==> config.mk <==
export PLATFORM = sky130hd
export DESIGN_NAME = dac_input_device_flat
export DESIGN_NICKNAME = d
export VERILOG_FILES = /design/src/dac_link_pkg.sv /design/src/dac_link_if.sv /design/src/dac_input_device.sv /design/src/flat_wrapper.sv
export SDC_FILE = /design/constraint.sdc
export NUM_CORES = 1
export LEC_CHECK = 0
export ABC_AREA = 1
export BUFFER_PORTS_ARGS = -buffer_cell sky130_fd_sc_hd__buf_2
export CAP_MARGIN = 20
export CORE_MARGIN = 2
export CORE_UTILIZATION = 35
export DETAILED_ROUTE_END_ITERATION = 8
export GPL_ROUTABILITY_DRIVEN = 1
export PLACE_DENSITY_LB_ADDON = 0.1
export RECOVER_POWER = 100
export REMOVE_ABC_BUFFERS = 1
export SKIP_LAST_GASP = 1
export SYNTH_ARGS = -nofsm -noshare
export SYNTH_HDL_FRONTEND = slang
export SYNTH_SLANG_ARGS = --single-unit
==> constraint.sdc <==
create_clock -name i_sys_clk -period 3.5 [get_ports i_sys_clk]
set_input_delay 0.875 -clock i_sys_clk [delete_from_list [all_inputs] [get_ports i_sys_clk]]
set_output_delay 0.875 -clock i_sys_clk [all_outputs]
set_load 0.05 [all_outputs]
==> src/dac_link_pkg.sv <==
// shared constants for the dual converter input link
package dac_link_pkg;

  localparam int DATA_WIDTH = 14;
  localparam int CHANNELS = 2;
  localparam int LATENCY_UPDATES = 4;

  // segmented decoder: upper bits thermometer, lower bits binary
  localparam int SEG_BITS = 4;
  localparam int LSB_BITS = 10;
  localparam int THERMO_WIDTH = 15;
  localparam int SWITCH_WIDTH = THERMO_WIDTH + LSB_BITS;

  // positions inside the synchronised pin vector
  localparam int PIN_DATA_FIRST = 0;
  localparam int PIN_DATA_SECOND = DATA_WIDTH;
  localparam int PIN_WRITE = 2 * DATA_WIDTH;
  localparam int PIN_UPDATE = 2 * DATA_WIDTH + 2;
  localparam int PIN_SELECT = 2 * DATA_WIDTH + 4;
  localparam int PIN_PAIR = 2 * DATA_WIDTH + 5;
  localparam int PIN_MODE = 2 * DATA_WIDTH + 6;
  localparam int PIN_WIDTH = 2 * DATA_WIDTH + 7;

  // reset values
  localparam logic [DATA_WIDTH-1:0] CODE_RESET = 14'h0000;
  localparam logic [SWITCH_WIDTH-1:0] SWITCH_RESET = '0;
  localparam logic STRAP_RESET = 1'b1;
  // one more edge: the source's strap flop leaves reset one edge late
  localparam logic [1:0] STRAP_WAIT_CYCLES = 2'h3;

  // host timing, in system clock cycles (20 MHz)
  localparam int SYS_CLK_PERIOD_NS = 50;
  localparam int CLK_AFTER_WRITE_NS = 2;
  localparam int CLK_AFTER_WRITE_CYCLES =
    (CLK_AFTER_WRITE_NS + SYS_CLK_PERIOD_NS - 1) / SYS_CLK_PERIOD_NS;
  localparam logic [1:0] STROBE_HALF_LAST = 2'h1;
  localparam logic [3:0] PAIR_RESET_LAST = 4'h7;

  typedef enum logic [0:0] {HOST_PAIR, HOST_RUN} host_state_type;

endpackage : dac_link_pkg

==> src/dac_link_if.sv <==
// pin bundle between data source and converter input front end
`timescale 1ns/100ps
interface dac_link_if;
  logic [dac_link_pkg::DATA_WIDTH-1:0] data_first;
  logic [dac_link_pkg::DATA_WIDTH-1:0] data_second;
  logic write_strobe_first;
  logic write_strobe_second;
  logic update_clock_first;
  logic update_clock_second;
  logic channel_select;
  logic pairing_reset;
  logic mode_strap;

  modport device (
    input data_first,
    input data_second,
    input write_strobe_first,
    input write_strobe_second,
    input update_clock_first,
    input update_clock_second,
    input channel_select,
    input pairing_reset,
    input mode_strap
  );

  modport host (
    output data_first,
    output data_second,
    output write_strobe_first,
    output write_strobe_second,
    output update_clock_first,
    output update_clock_second,
    output channel_select,
    output pairing_reset,
    output mode_strap
  );
endinterface : dac_link_if

==> src/dac_input_device.sv <==
// converter end: input latches, converter latches and switch decoder
`timescale 1ns/100ps
module dac_input_device (
  input wire logic i_sys_clk,
  input wire logic i_rst_n,
  dac_link_if.device link,
  output logic [dac_link_pkg::DATA_WIDTH-1:0] o_code_first,
  output logic [dac_link_pkg::DATA_WIDTH-1:0] o_code_second,
  output logic [dac_link_pkg::SWITCH_WIDTH-1:0] o_switch_first,
  output logic [dac_link_pkg::SWITCH_WIDTH-1:0] o_switch_second,
  output logic o_update_first,
  output logic o_update_second,
  output logic o_divided_converter_clock,
  output logic o_mode_dual
);

  localparam int DW = dac_link_pkg::DATA_WIDTH;
  localparam int NCH = dac_link_pkg::CHANNELS;
  localparam int LAT = dac_link_pkg::LATENCY_UPDATES;
  localparam int SWW = dac_link_pkg::SWITCH_WIDTH;

  // thermometer code for the upper segment bits
  function automatic logic [dac_link_pkg::THERMO_WIDTH-1:0] thermo_decode(
    input logic [dac_link_pkg::SEG_BITS-1:0] seg
  );
    logic [dac_link_pkg::THERMO_WIDTH-1:0] t;
    t = '0;
    for (int i = 0; i < dac_link_pkg::THERMO_WIDTH; i++) begin
      t[i] = (int'(seg) > i);
    end
    return t;
  endfunction : thermo_decode

  // full switch word: thermometer segments above binary weighted bits
  function automatic logic [SWW-1:0] switch_decode(
    input logic [DW-1:0] code
  );
    return {thermo_decode(code[DW-1:dac_link_pkg::LSB_BITS]),
            code[dac_link_pkg::LSB_BITS-1:0]};
  endfunction : switch_decode

  logic [dac_link_pkg::PIN_WIDTH-1:0] pin_raw;
  logic [dac_link_pkg::PIN_WIDTH-1:0] pin_meta;
  logic [dac_link_pkg::PIN_WIDTH-1:0] pin_sync;
  logic [dac_link_pkg::PIN_WIDTH-1:0] pin_prev;
  logic [NCH-1:0] wr_rise;
  logic [NCH-1:0] up_rise;
  logic [DW-1:0] data_in [NCH];
  logic select_in;
  logic pair_in;
  logic [1:0] strap_wait;
  logic strap_taken;
  logic mode_dual;
  logic div_clk;
  logic div_rise;
  logic [NCH-1:0] upd;
  logic [NCH-1:0] upd_q;
  logic [DW-1:0] in_latch [NCH];
  logic [DW-1:0] stage [NCH][LAT];
  logic [SWW-1:0] switch_q [NCH];

  assign pin_raw = {link.mode_strap,
                    link.pairing_reset,
                    link.channel_select,
                    link.update_clock_second,
                    link.update_clock_first,
                    link.write_strobe_second,
                    link.write_strobe_first,
                    link.data_second,
                    link.data_first};

  // every pin passes two flops; edges are taken from the second
  always_ff @(posedge i_sys_clk or negedge i_rst_n) begin
    if (!i_rst_n) begin
      pin_meta <= '0;
      pin_sync <= '0;
      pin_prev <= '0;
    end else begin
      pin_meta <= pin_raw;
      pin_sync <= pin_meta;
      pin_prev <= pin_sync;
    end
  end

  assign data_in[0] = pin_sync[dac_link_pkg::PIN_DATA_FIRST +: DW];
  assign data_in[1] = pin_sync[dac_link_pkg::PIN_DATA_SECOND +: DW];
  assign select_in = pin_sync[dac_link_pkg::PIN_SELECT];
  assign pair_in = pin_sync[dac_link_pkg::PIN_PAIR];

  for (genvar g = 0; g < NCH; g++) begin : g_edge
    assign wr_rise[g] = pin_sync[dac_link_pkg::PIN_WRITE + g] &
                        ~pin_prev[dac_link_pkg::PIN_WRITE + g];
    assign up_rise[g] = pin_sync[dac_link_pkg::PIN_UPDATE + g] &
                        ~pin_prev[dac_link_pkg::PIN_UPDATE + g];
  end

  // strap is sampled once, after the synchroniser has filled
  always_ff @(posedge i_sys_clk or negedge i_rst_n) begin
    if (!i_rst_n) begin
      strap_wait <= '0;
      strap_taken <= 1'b0;
      mode_dual <= dac_link_pkg::STRAP_RESET;
    end else if (!strap_taken) begin
      if (strap_wait == dac_link_pkg::STRAP_WAIT_CYCLES) begin
        mode_dual <= pin_sync[dac_link_pkg::PIN_MODE];
        strap_taken <= 1'b1;
      end else begin
        strap_wait <= strap_wait + 2'h1;
      end
    end
  end

  // input latches
  always_ff @(posedge i_sys_clk or negedge i_rst_n) begin
    if (!i_rst_n) begin
      for (int ch = 0; ch < NCH; ch++) begin
        in_latch[ch] <= dac_link_pkg::CODE_RESET;
      end
    end else if (strap_taken && mode_dual) begin
      for (int ch = 0; ch < NCH; ch++) begin
        if (wr_rise[ch]) begin
          in_latch[ch] <= data_in[ch];
        end
      end
    end else if (strap_taken && wr_rise[0]) begin
      // shared strobe; second bus and second strobe are not looked at
      if (select_in) begin
        in_latch[0] <= data_in[0];
      end else begin
        in_latch[1] <= data_in[0];
      end
    end
  end

  // divided converter clock for interleaved mode
  always_ff @(posedge i_sys_clk or negedge i_rst_n) begin
    if (!i_rst_n) begin
      div_clk <= 1'b0;
    end else if (mode_dual || !strap_taken || pair_in) begin
      div_clk <= 1'b0;
    end else if (up_rise[0]) begin
      div_clk <= ~div_clk;
    end
  end

  assign div_rise = up_rise[0] & ~div_clk & ~pair_in & ~mode_dual &
                    strap_taken;

  for (genvar g = 0; g < NCH; g++) begin : g_upd
    assign upd[g] = strap_taken & (mode_dual ? up_rise[g] : div_rise);
  end

  // converter latch plus delay stages: four updates from write to code
  always_ff @(posedge i_sys_clk or negedge i_rst_n) begin
    if (!i_rst_n) begin
      for (int ch = 0; ch < NCH; ch++) begin
        for (int k = 0; k < LAT; k++) begin
          stage[ch][k] <= dac_link_pkg::CODE_RESET;
        end
      end
    end else begin
      for (int ch = 0; ch < NCH; ch++) begin
        if (upd[ch]) begin
          stage[ch][0] <= in_latch[ch];
          for (int k = 1; k < LAT; k++) begin
            stage[ch][k] <= stage[ch][k-1];
          end
        end
      end
    end
  end

  // current switch settings, refreshed with the output code
  always_ff @(posedge i_sys_clk or negedge i_rst_n) begin
    if (!i_rst_n) begin
      for (int ch = 0; ch < NCH; ch++) begin
        switch_q[ch] <= dac_link_pkg::SWITCH_RESET;
      end
    end else begin
      for (int ch = 0; ch < NCH; ch++) begin
        if (upd[ch]) begin
          switch_q[ch] <= switch_decode(stage[ch][LAT-2]);
        end
      end
    end
  end

  always_ff @(posedge i_sys_clk or negedge i_rst_n) begin
    if (!i_rst_n) begin
      upd_q <= '0;
    end else begin
      upd_q <= upd;
    end
  end

  assign o_code_first = stage[0][LAT-1];
  assign o_code_second = stage[1][LAT-1];
  assign o_switch_first = switch_q[0];
  assign o_switch_second = switch_q[1];
  assign o_update_first = upd_q[0];
  assign o_update_second = upd_q[1];
  assign o_divided_converter_clock = div_clk;
  assign o_mode_dual = mode_dual;

endmodule : dac_input_device

==> src/flat_wrapper.sv <==
// flat-port wrapper written by rule: the top's interface ports become plain ports
module dac_input_device_flat 
  (i_sys_clk, i_rst_n, o_code_first, o_code_second, o_switch_first, o_switch_second, o_update_first, o_update_second, o_divided_converter_clock, o_mode_dual, link_data_first, link_data_second, link_write_strobe_first, link_write_strobe_second, link_update_clock_first, link_update_clock_second, link_channel_select, link_pairing_reset, link_mode_strap);
  dac_link_if link_i ();
  input wire logic i_sys_clk;
  input wire logic i_rst_n;
  output logic [dac_link_pkg::DATA_WIDTH-1:0] o_code_first;
  output logic [dac_link_pkg::DATA_WIDTH-1:0] o_code_second;
  output logic [dac_link_pkg::SWITCH_WIDTH-1:0] o_switch_first;
  output logic [dac_link_pkg::SWITCH_WIDTH-1:0] o_switch_second;
  output logic o_update_first;
  output logic o_update_second;
  output logic o_divided_converter_clock;
  output logic o_mode_dual;
  input wire logic [$bits(link_i.data_first)-1:0] link_data_first;
  input wire logic [$bits(link_i.data_second)-1:0] link_data_second;
  input wire logic [$bits(link_i.write_strobe_first)-1:0] link_write_strobe_first;
  input wire logic [$bits(link_i.write_strobe_second)-1:0] link_write_strobe_second;
  input wire logic [$bits(link_i.update_clock_first)-1:0] link_update_clock_first;
  input wire logic [$bits(link_i.update_clock_second)-1:0] link_update_clock_second;
  input wire logic [$bits(link_i.channel_select)-1:0] link_channel_select;
  input wire logic [$bits(link_i.pairing_reset)-1:0] link_pairing_reset;
  input wire logic [$bits(link_i.mode_strap)-1:0] link_mode_strap;
  assign link_i.data_first = link_data_first;
  assign link_i.data_second = link_data_second;
  assign link_i.write_strobe_first = link_write_strobe_first;
  assign link_i.write_strobe_second = link_write_strobe_second;
  assign link_i.update_clock_first = link_update_clock_first;
  assign link_i.update_clock_second = link_update_clock_second;
  assign link_i.channel_select = link_channel_select;
  assign link_i.pairing_reset = link_pairing_reset;
  assign link_i.mode_strap = link_mode_strap;
  dac_input_device u_core (.i_sys_clk(i_sys_clk), .i_rst_n(i_rst_n), .link(link_i), .o_code_first(o_code_first), .o_code_second(o_code_second), .o_switch_first(o_switch_first), .o_switch_second(o_switch_second), .o_update_first(o_update_first), .o_update_second(o_update_second), .o_divided_converter_clock(o_divided_converter_clock), .o_mode_dual(o_mode_dual));
endmodule
# Word level (Yosys, flattened, before mapping)
# Cells that the tools add are included.
# totals
output_inout_bits	82
reg_bits	299
# op_classes
bitwise_logic	19
addsub	1
n_mux	12
eq_ne	4
order_cmp	30
reduce_logical	12
# ops
cell	count
4-bit > comparator, second input constant	14
14-bit two-way mux	4
28-bit two-way mux	2
4-bit by 3-bit > comparator with 1-bit output, second input constant	8
4-bit by 1-bit > comparator with 1-bit output, second input constant	4
4-bit by 2-bit > comparator with 1-bit output, second input constant	4
1-bit AND	10
1-bit inverter	9
1-bit two-way mux	6
3-bit AND reduction	2
2-bit nonzero test	3
2-bit by 1-bit != test with 1-bit output, second input constant	2
2-bit AND reduction	2
2-bit by 1-bit adder with 2-bit output, second input constant	1
2-bit == test, second input constant	1
1-bit logical AND	2
1-bit logical OR	2
2-bit != test, second input constant	1
1-bit zero test	1

# Longest topological paths before layout
# depth
depth_word	8
mapped_depth	9
mapped_depth_nobuf	7

# Least setup slack after synthesis
# Ideal clock, no wire load.
# synth_timing
path_type	reg2reg
start	register u_core.mode_dual, in the netlist u_core.o_mode_dual
end	register u_core.switch_q (netlist bit u_core.o_switch_first[10])
arrival_ns	1.536
stages_incl_launch_ff	8
setup_time_ns	0.119
n_path_buf	2
slack_ns	1.845
cell_sequence	dfstp_2 > buf_2 > inv_2 > nand2_2 > nand2_2 > buf_2 > nand2_1 > nand2_1
# synth_via
elab_chain_len	5
# synth_rtl
item	line_no	rtl
start, declared	dac_input_device.sv:53	logic mode_dual;
start signal, assigned	dac_input_device.sv:102	mode_dual <= dac_link_pkg::STRAP_RESET;
start signal, assigned	dac_input_device.sv:105	mode_dual <= pin_sync[dac_link_pkg::PIN_MODE];
1-bit inverter	dac_input_device.sv:146	assign div_rise = up_rise[0] & ~div_clk & ~pair_in & ~mode_dual &
1-bit AND (2 in a row)	dac_input_device.sv:146	
1-bit two-way mux *	dac_input_device.sv:150	assign upd[g] = strap_taken & (mode_dual ? up_rise[g] : div_rise);
1-bit AND *	dac_input_device.sv:150	
end signal, assigned by index	dac_input_device.sv:177	switch_q[ch] <= dac_link_pkg::SWITCH_RESET;
end signal, assigned by index	dac_input_device.sv:182	switch_q[ch] <= switch_decode(stage[ch][LAT-2]);
end, declared	dac_input_device.sv:60	logic [SWW-1:0] switch_q [NCH];
# Mark *: on every way between the ends. The rest lies on a longest branch, timed or not.
# A chain may end at the register's enable or synchronous reset.

# Worst setup path after layout
# layout_timing
start	register u_core.mode_dual, in the netlist u_core.o_mode_dual
end	output port o_mode_dual
# layout_lines
item	line_no	rtl
end, declared	flat_wrapper.sv:14	output logic o_mode_dual;
# No word-level cell between the ends.

==> qor.yml <==
clock_tree:
  cts_hold_buf: 0
  clockBufferDepth: 3
  cts_sinks: 251
  insertion_delay_ps: 530
  htreeDepth: 1
  tritoncts: "yes"
  root_buffer: "clkbuf_16"
  clkTransAtPathRegs_ps: 60
  ctsResizeCount: 0
  postCtsSetupBuffers: 0
  numCtsBuffers: 28
routing:
  first_iter_violations: 507
  via_per_inst: 4.562
  drtAntennaViolNets: 0
  drt_wl_total_mm: 19.31
  drc: 0
  dr.pass1.iters: 4
  vias: 6455
  wl_per_cell_um: 13.64
floorplanning:
  die_h_um: 170.3
  fp.coreArea_um2: 27030
  die_w_um: 170.3
  start_util_pct: 35.82
  dieArea_um2: 29010
  ios: 119
  rows: 60
synth:
  synth_top_area_share_pct: 64.62
  synth.yosys.seq_area_share_pct: 64.90
  syn_inst: 1000
  synth_area_um2: 9681
  yosysTopAreaCell: "dfrtp_1"
  synth_area_leaders: "dfrtp_1 65%, nand2_1 15%, nand3_1 8.9%"
  ys_warn_count: 0
  avgSynthCellArea_um2: 9.681
  ys_seq_elements: 251
  synth_cell_types: 23
worst_setup_path:
  critPathRequiredTime_ps: 2620
  critPathSlowestCell: "dfstp_1"
  cp.arrival_ps: 2030
  cpLargestDelayFamily: "flip-flops"
  crit_chain: "buf_2"
  worst-path-buf-inv: 1
  cp_slowest_stage_delay_ps: 1080
  crit_path_max_fanout: 21
  endpoint_kind: "primary output"
  crit_type: "reg2out"
  cp-start-kind: "flip-flop"
layout:
  multi_input_area_um2: 2641
  final_cell_mix: "395 x nand2_1, 250 x dfrtp_1, 172 x nand3_1, 83 x clkbuf_1, 35 x buf_2"
  drive_gt1_share_pct: 9.683
  final_common_cell: "nand2_1"
  area_delta_synth_final_pct: 14.36
  seqCellArea_um2: 6282
  num-fill-cells: 2770
  final_nets: 1091
  stdcell_count: 1415
  diodes: 0
  finalInstanceArea_um2: 11070
run_status:
  violations: "capacitance limit, slew limit"
  status: "complete, but fails checks"
global_routing:
  grt_first_pass_wirelength_mm: 33.09
  gr-total-overflow: 0
  antenna_found_initial: 0
  grt_pass1_vias: 6463
  grt_usage_pct: 13.83
  grt_max_degree: 116
worst_hold_path:
  hold_path.class: "reg2reg"
power:
  p_per_area_nw_per_um2: 767.3
  ir_drop_uv: 436.9
  leakage_uw: 0.005742
place:
  port_buffers: 118
  place_congestion: 0.7259
  dp.cells: 1364
  dpl.hpwl_mm: 11.23
  placed_cell_area_um2: 10160
timing:
  fin_skew_ps: 8.041
  max_slew_margin_pct: -20.23
  min_period_over_period_pct: 83.00
  rsz0062_at_grt: "no"
  worst_slew_pin_slew_ps: 1803
  hold_viol: 0
  fin_crit_ps: 2905
  fin_hold_ws_ps: 346.4
  drv_slew: 69
  setup_violations: 0
  fmax_ghz: 0.3442
run:
  max_cap_viol_count: 1
[metal layers]
layer	up-vias	routed length, um	track usage [%]
met5	-	0	0
met4	0	328	3.493
met3	33	938	2.744
met2	113	8353	20.93
met1	3055	9686	20.39
li1	3254	-	-
[worst reg2reg max path, stage by stage (launching register included)]
cell	delay [ps]
dfstp_1	1080
inv_1	260
nand2_4	360
nand2_2	320
buf_4	410
nand2_1	160
nand2_1	60
[final cells by class]
type	count	share of cell area, %
multi-input cells	619	23.86
inverters	26	0.9042
flip-flops and latches	251	56.75
clock buffers	34	7.086
well taps	341	3.854
clock inverters	17	2.215
repair buffers	127	5.335
[registers in the layout, summed over array words and instances (netlist names)]
signal,flops
u_core.stage,84
u_core.pin_meta,35
u_core.pin_sync,35
u_core.in_latch,28
u_core.o_switch_first,25
u_core.o_switch_second,25
u_core.o_code_first,4
u_core.o_code_second,4
u_core.pin_prev,4
u_core.strap_wait,2
u_core.upd_q,2
u_core.o_divided_converter_clock,1
u_core.o_mode_dual,1
u_core.strap_taken,1
[synth_stat cells, drive strengths merged]
cell type	count
o21ai	22
a21oi	6
nor2	19
nand2	397
xor2	1
inv	26
dfrtp	250
clkbuf	12
nand4	1
buf	92
dfstp	1
nand3	172
ha	1
[through the flow]
| stage | total power, uW | worst slack [ps] | setup TNS, ps | utilization [%] |
|---|---|---|---|---|
| floorplan | 4919 | -83.70 | -10360 | - |
| global placement | 5420 | 1107 | 0 | 37.60 |
| detailed placement | 5437 | 984.3 | 0 | 37.60 |
| CTS | 8695 | 842.9 | 0 | 41.41 |
| global route | 8985 | 451.3 | 0 | 40.96 |
| finish | 8495 | 594.9 | 0 | 40.96 |
[power breakdown]
| part | total [uW] | internal [uW] | switching (uW) | leakage [uW] |
|---|---|---|---|---|
| clock | 3200 | 2030 | 1170 | 0.000500 |
| combinational | 1630 | 339 | 1300 | 0.00209 |
| sequential | 3660 | 3370 | 291 | 0.00315 |
[worst paths after layout]
kind / to / from / slack (ps) / cells after the start
hold / removal: u_core.pin_sync[11]$_DFF_PN0_ / u_core.pin_meta[11]$_DFF_PN0_ / 350 / 0
hold reg to reg: u_core.pin_sync[11]$_DFF_PN0_ / u_core.pin_meta[11]$_DFF_PN0_ / 350 / 0
setup / recovery: o_mode_dual / u_core.o_mode_dual$_DFFE_PN1P_ / 590 / 1
max in group asynchronous: u_core.o_switch_second[14]$_DFFE_PN0P_ / i_rst_n / 1150 / 2
min in group asynchronous: u_core.o_switch_first[6]$_DFFE_PN0P_ / i_rst_n / 810 / 1
setup reg to reg: u_core.o_code_first[12]$_DFFE_PN0P_ / u_core.o_mode_dual$_DFFE_PN1P_ / 750 / 6
[cells by family (layout without fill, tap and decap cells)]
| logic type | count (synthesis) | in the layout | synth area share (%) |
|---|---|---|---|
| flops | 251 | 251 | 64.90 |
| simple gates | 589 | 589 | 25.38 |
| fa+ha+maj | 1 | 1 | 0.1292 |
| compound gates | 28 | 28 | 1.603 |
| buf+inv | 130 | 204 | 7.897 |
| xor+xnor | 1 | 1 | 0.09049 |
Note: power is estimated with default switching activity, not from simulation.
